$ cat config.mk
export PLATFORM = sky130hd
export DESIGN_NAME = bil_loader
export DESIGN_NICKNAME = d
export VERILOG_FILES = /design/src/design/bil_pkg.sv /design/src/design/bil_crc32.sv /design/src/design/bil_loader.sv
export SDC_FILE = /design/constraint.sdc
export NUM_CORES = 1
export LEC_CHECK = 0
export ABC_AREA = 1
export CAP_MARGIN = 10
export CORE_UTILIZATION = 45
export DETAILED_ROUTE_END_ITERATION = 8
export DONT_BUFFER_PORTS = 1
export SYNTH_ARGS = -nofsm -noshare
export SYNTH_HDL_FRONTEND = slang
export SYNTH_SLANG_ARGS = --single-unit
export TNS_END_PERCENT = 50
$ cat constraint.sdc
create_clock -name clock -period 2.5 [get_ports clock]
set_input_delay 0.5 -clock clock [delete_from_list [all_inputs] [get_ports clock]]
set_output_delay 0.5 -clock clock [all_outputs]
set_load 0.02 [all_outputs]
$ cat src/design/bil_pkg.sv
package bil_pkg;
  // Internal reset phase bounds, microseconds
  localparam int RST_MIN_US = 15;
  localparam int RST_MAX_US = 150;
  localparam int CLK_MHZ = 50;
  // Least time rounds up: 15 us at 50 MHz
  localparam int RST_CYCLES = (RST_MIN_US * CLK_MHZ * 1000 + 999) / 1000;
  // Security register field
  localparam int SEC_WIDTH = 32;
  localparam int SEC_BOOT_BIT = 5;
  localparam logic [31:0] SEC_RESET = 32'h0000_0000;
  // Image format constants
  localparam logic [31:0] CRC_BYPASS = 32'h0d15_ab1e;
  localparam logic [31:0] CRC_POLY = 32'hedb8_8320;
  localparam logic [31:0] CRC_INIT = 32'hffff_ffff;
  localparam logic [15:0] OTP_START = 16'h0000;
  localparam logic [1:0] SRC_FLASH = 2'h0;
  localparam logic [1:0] SRC_OTP = 2'h1;
  localparam int RAM_AW = 16;
  localparam logic [RAM_AW-1:0] RAM_BASE = 16'h0000;

  typedef enum logic [3:0] {
    BIL_RESET = 4'h0,
    BIL_WAIT = 4'h1,
    BIL_SEC = 4'h2,
    BIL_LEN = 4'h3,
    BIL_PROG = 4'h4,
    BIL_CHK = 4'h5,
    BIL_RUN = 4'h6,
    BIL_ERR = 4'h7
  } bil_state_e;
endpackage

$ cat src/design/bil_crc32.sv
`timescale 1ns/1ns
// Byte-wise reflected CRC-32 register
module bil_crc32 (
  input wire logic clock, // Tile clock
  input wire logic rst, // Sync reset
  input wire logic init, // Preset pulse
  input wire logic byte_en, // Byte valid pulse
  input wire logic [7:0] byte_in, // Data byte
  output logic [31:0] crc_out // Inverted residue
);
  import bil_pkg::*;
  logic [31:0] crc_ff;

  // One byte, LSB first, through the reflected polynomial
  function automatic logic [31:0] crc_step(input logic [31:0] c, input logic [7:0] d);
    logic [31:0] r;
    r = c ^ {24'h000000, d};
    for (int i = 0; i < 8; i++)
      r = r[0] ? ((r >> 1) ^ CRC_POLY) : (r >> 1);
    return r;
  endfunction

  // Preset and update
  always_ff @(posedge clock)
  begin
    if (rst || init)
      crc_ff <= CRC_INIT;
    else if (byte_en)
      crc_ff <= crc_step(crc_ff, byte_in);
  end

  assign crc_out = ~crc_ff;
endmodule

$ cat src/design/bil_loader.sv
`timescale 1ns/1ns
// Functional notes
// - Reset low holds device, pulls GPIO down
// - Boot starts 15-150 us after release
// - Secure bit 5 selects OTP, else flash
// - Length word, then s words of program
// - Check word 0x0D15AB1E skips CRC
// - Length and check word LSB first
// - Program at lowest RAM, run there
// - CRC covers length and program bytes
// - Reflected poly, preset ones, inverted result
// - Flash reached through tile 0 ports
// - Security register loaded from OTP first
// - Secure boot fetches from OTP address 0
module bil_loader #(
  parameter int GPIO_W = 8
) (
  input wire logic clock, // Tile clock
  input wire logic rst, // Sync reset, high
  input wire logic rst_pin_n, // External reset pin
  output logic [GPIO_W-1:0] gpio_pulldown, // Pull-down enables
  output logic sec_req, // Security word fetch
  input wire logic sec_valid, // Security word valid
  input wire logic [bil_pkg::SEC_WIDTH-1:0] sec_word, // Security word
  output logic src_req, // Boot byte request
  output logic [1:0] src_sel, // 0 flash on tile 0, 1 OTP
  output logic [15:0] src_start, // Start address in source
  input wire logic src_valid, // Byte valid
  input wire logic [7:0] src_byte, // Byte data
  output logic ram_we, // RAM write strobe
  output logic [bil_pkg::RAM_AW-1:0] ram_addr, // RAM word address
  output logic [31:0] ram_wdata, // RAM write data
  output logic run, // Start execution
  output logic [bil_pkg::RAM_AW-1:0] run_pc, // Start address
  output logic boot_error, // Sticky CRC error
  output logic [bil_pkg::SEC_WIDTH-1:0] sec_reg // Security register
);
  import bil_pkg::*;

  bil_state_e state_ff;
  logic pin_meta_ff, pin_sync_ff;
  logic [15:0] wait_ff;
  logic [31:0] word_ff, len_ff, cnt_ff;
  logic [1:0] bsel_ff;
  logic [SEC_WIDTH-1:0] sec_ff;
  logic err_ff, we_ff;
  logic [RAM_AW-1:0] addr_ff;
  logic [31:0] wdata_ff;
  logic [31:0] crc_val;
  logic take, last_byte, crc_en;
  logic [31:0] full_word;

  // Reset pin synchroniser
  always_ff @(posedge clock)
  begin
    if (rst)
    begin
      pin_meta_ff <= 1'b0;
      pin_sync_ff <= 1'b0;
    end
    else
    begin
      pin_meta_ff <= rst_pin_n;
      pin_sync_ff <= pin_meta_ff;
    end
  end

  assign take = src_req && src_valid;
  assign last_byte = (bsel_ff == 2'h3);
  assign full_word = {src_byte, word_ff[31:8]};
  assign crc_en = take && (state_ff == BIL_LEN || state_ff == BIL_PROG);

  bil_crc32 u_crc (
    .clock(clock),
    .rst(rst),
    .init(state_ff == BIL_WAIT),
    .byte_en(crc_en),
    .byte_in(src_byte),
    .crc_out(crc_val)
  );

  // Main sequencer
  always_ff @(posedge clock)
  begin
    if (rst || !pin_sync_ff)
    begin
      state_ff <= BIL_RESET;
      wait_ff <= 16'h0000;
      bsel_ff <= 2'h0;
      word_ff <= 32'h0000_0000;
      len_ff <= 32'h0000_0000;
      cnt_ff <= 32'h0000_0000;
      sec_ff <= SEC_RESET;
      err_ff <= 1'b0;
    end
    else
    begin
      unique case (state_ff)
        BIL_RESET:
          state_ff <= BIL_WAIT;
        BIL_WAIT:
        begin
          wait_ff <= wait_ff + 16'h0001;
          if (wait_ff == 16'(RST_CYCLES - 2))
            state_ff <= BIL_SEC;
        end
        BIL_SEC:
          if (sec_valid)
          begin
            sec_ff <= sec_word;
            state_ff <= BIL_LEN;
          end
        BIL_LEN, BIL_PROG, BIL_CHK:
          if (take)
          begin
            word_ff <= full_word;
            bsel_ff <= bsel_ff + 2'h1;
            if (last_byte)
            begin
              if (state_ff == BIL_LEN)
              begin
                len_ff <= full_word;
                cnt_ff <= 32'h0000_0000;
                state_ff <= (full_word == 32'h0000_0000) ? BIL_CHK : BIL_PROG;
              end
              else if (state_ff == BIL_PROG)
              begin
                cnt_ff <= cnt_ff + 32'h0000_0001;
                if (cnt_ff + 32'h0000_0001 == len_ff)
                  state_ff <= BIL_CHK;
              end
              else if (full_word == CRC_BYPASS || full_word == crc_val)
                state_ff <= BIL_RUN;
              else
              begin
                err_ff <= 1'b1;
                state_ff <= BIL_ERR;
              end
            end
          end
        BIL_RUN, BIL_ERR:
          state_ff <= state_ff;
        default:
          state_ff <= BIL_RESET;
      endcase
    end
  end

  // RAM write path, bottom of RAM upward
  always_ff @(posedge clock)
  begin
    if (rst)
    begin
      we_ff <= 1'b0;
      addr_ff <= RAM_BASE;
      wdata_ff <= 32'h0000_0000;
    end
    else
    begin
      we_ff <= take && last_byte && state_ff == BIL_PROG;
      if (take && last_byte && state_ff == BIL_PROG)
      begin
        addr_ff <= RAM_BASE + cnt_ff[RAM_AW-1:0];
        wdata_ff <= full_word;
      end
    end
  end

  assign gpio_pulldown = {GPIO_W{!pin_sync_ff}};
  assign sec_req = (state_ff == BIL_SEC);
  assign src_req = (state_ff == BIL_LEN || state_ff == BIL_PROG || state_ff == BIL_CHK);
  assign src_sel = sec_ff[SEC_BOOT_BIT] ? SRC_OTP : SRC_FLASH;
  assign src_start = OTP_START;
  assign ram_we = we_ff;
  assign ram_addr = addr_ff;
  assign ram_wdata = wdata_ff;
  assign run = (state_ff == BIL_RUN);
  assign run_pc = RAM_BASE;
  assign boot_error = err_ff;
  assign sec_reg = sec_ff;
endmodule

==> out/metrics.cfg <==
[cells_and_area]
final_cell_mix=nand2_1 (338), dfxtp_1 (217), a21oi_1 (208), inv_1 (138), nand3_1 (136)
antenna_cells=0
layout.cells.non_filler=1949
final_common_cell=nand2_1
area_delta_synth_final_pct=11.34
drive_above_1_share=0.09292
fin_nets=1656

[drt]
ant_nets=0
drc_errors=0
wl_per_cell_um=16.67
vias_per_cell=5.270
drtIter0Drc=846
vias=10270
drt-total-wl_um=32500
first_pass_iters=6

[clock_tree]
clock_path_buffers=3
clk_latency_ns=0.53
htreeDepth=1
cts.sinks=225
postCtsHoldBufs=0
cts_root_buffer=clkbuf_16
numCtsBuffers=26
cts_tree=done
clk_pin_slew_ns=0.06

[logic_synthesis]
ys_ff_latch=225
synth_edf_count=0
synth_cell_types=45
yosysWarnings=0
syn_avg_cell_area_um2=7.060
syn-cell-area_um2=11410
postSynth.asyncResetShare=0
yosysSeqAreaShare=0.3948
syn_inst=1616
synth_flop_cell=dfxtp_1

[die]
die_h_um=161.2
core_area_um2=24600
io_pins=172
start_util=0.4637
die_area_um2=25990
die_w_um=161.2
rows=57

[worst_setup_path]
cp-end-kind=flip-flop
arrival_ns=2.80
cp_max_fo=5
cp.required_ns=2.97
crit_path_start_kind=flip-flop
crit_type=reg2reg

[timing]
worst-slew-pin-transition_ns=0.8751
post-route-period-util=0.9321
maxSlewViolCount=0
fmax_ghz=0.4292
skew_ns=0.007273
setup_viol=0
holdWs_ns=0.03162
final-hold-violation-count=0
rsz0062_at_grt=true
relSlewSlack=0.4157
period_needed_ns=2.330

[global_routing]
grt_antenna_before_repair=0
grt_pass1_vias=9419
grt_pass1_wl_um=50850
grt_remaining_overflow=0
grt_max_degree=84
grt_util_all_layers=0.2468

[power]
ir_worst_vdd_uv=425.4
power.density_nw_per_um2=627.2
leakagePower_uw=0.004663

[placement]
dp_hpwl_um=23480
io_buffers=0
place_inst=1895
place_congestion=0.9302

[flow_run]
drv_cap=0

[run_status]
run_status=complete, no violations

[min_path]
hp-class=in2reg

[timing repair]
action                     in CTS  in global routing
setup buffers                   0                  8
resized for setup               0                 24
setup endpoints to repair       0                  7
[final timing paths]
check,from,endpoint,slack [ns],depth (start not counted)
worst min register to register,pin_meta_ff,pin_sync_ff,0.40,2
worst min-delay path,rst,ram_addr[0],0.03,1
worst max-delay path,cnt_ff[0],state_ff[1],0.17,18
worst max register to register,cnt_ff[0],state_ff[1],0.17,18
[kinds of logic (layout without fill, tap and decap cells)]
| kind of cell | after synthesis | count (layout) | synth area share |
|---|---|---|---|
| simple gates | 682 | 682 | 0.2656 |
| other cells | 1 | 33 | 0.0003287 |
| fa+ha+maj | 4 | 4 | 0.004387 |
| flops | 225 | 225 | 0.3948 |
| buf+inv | 253 | 230 | 0.09761 |
| compound gates | 362 | 362 | 0.1631 |
| xor+xnor | 89 | 89 | 0.07414 |
[metal layers]
metal  global-route usage  vias up  share of wire
li1                     -     5213              -
met1               0.3252     4684           0.44
met2               0.3920      294           0.45
met3              0.04417       81          0.061
met4               0.1136        0          0.046
met5                    0        -              0
[area by class of cell]
type	instances	area (um2)
well taps	324	405.4
fillers	2467	11900
clock inverters	12	173.9
repair buffers	41	332.8
clock buffers	34	742.0
flip-flops and latches	225	4519
multi-input cells	1170	5988
inverters	143	540.5
[report_power, final]
part	internal [uW]	switching (uW)	total, uW
clock network	2490	1530	4020
logic	111	240	351
registers	3590	3.97	3590
[critical path, stage by stage (launching register included)]
cell and delay [ns]:
dfxtp_4 0.37, ha_4 0.15, nand2_2 0.09, nor2_4 0.21, buf_4 0.15, nand3b_1 0.11, o21bai_1 0.19, nand2_1 0.09
nand2_1 0.06, nand2_1 0.05, nor2_1 0.10, nand2_1 0.07, nor2_2 0.14, nand3_2 0.12, nand2_2 0.09, nand2_2 0.07
nand2_1 0.07, nand2_1 0.05, nor2_1 0.09
[Yosys cell counts (3+ instances only)]
cell type,n,area [um2]
inv_2,4,15.01
a21oi_1,208,1041
nor2_1,114,427.9
nand4_1,12,75.07
xor2_1,43,376.6
xnor2_1,41,359.1
nor4_1,13,81.33
o211ai_1,8,60.06
or2_2,6,37.54
nand3_1,138,690.7
ha_1,4,50.05
inv_1,138,518.0
o21a_1,3,22.52
buf_2,4,20.02
nand3b_1,14,105.1
nor3_1,15,75.07
clkbuf_1,60,225.2
nor2_2,7,43.79
nand2_1,338,1269
o21ai_0,130,650.6
nand2_2,11,68.82
o21ai_1,5,25.02
dfxtp_1,225,4504
nor2_4,6,67.56
buf_1,3,11.26
buf_4,42,315.3
[metrics by stage]
step	utilization	setup WS (ns)	instance area, um2	setup TNS, ns	power [uW]
6_report	0.5162	0.1698	12700	0	7967
3_5_place_dp	0.4733	0.04923	11640	0	4020
2_1_floorplan	-	0.4575	11530	0	4004
3_3_place_gp	0.4733	0.1095	11640	0	4018
4_1_cts	0.5105	0.04107	12560	0	8042
5_1_grt	0.5162	-0.05516	12700	-0.09067	8216
No activity file was read; power rests on OpenSTA's default activity.
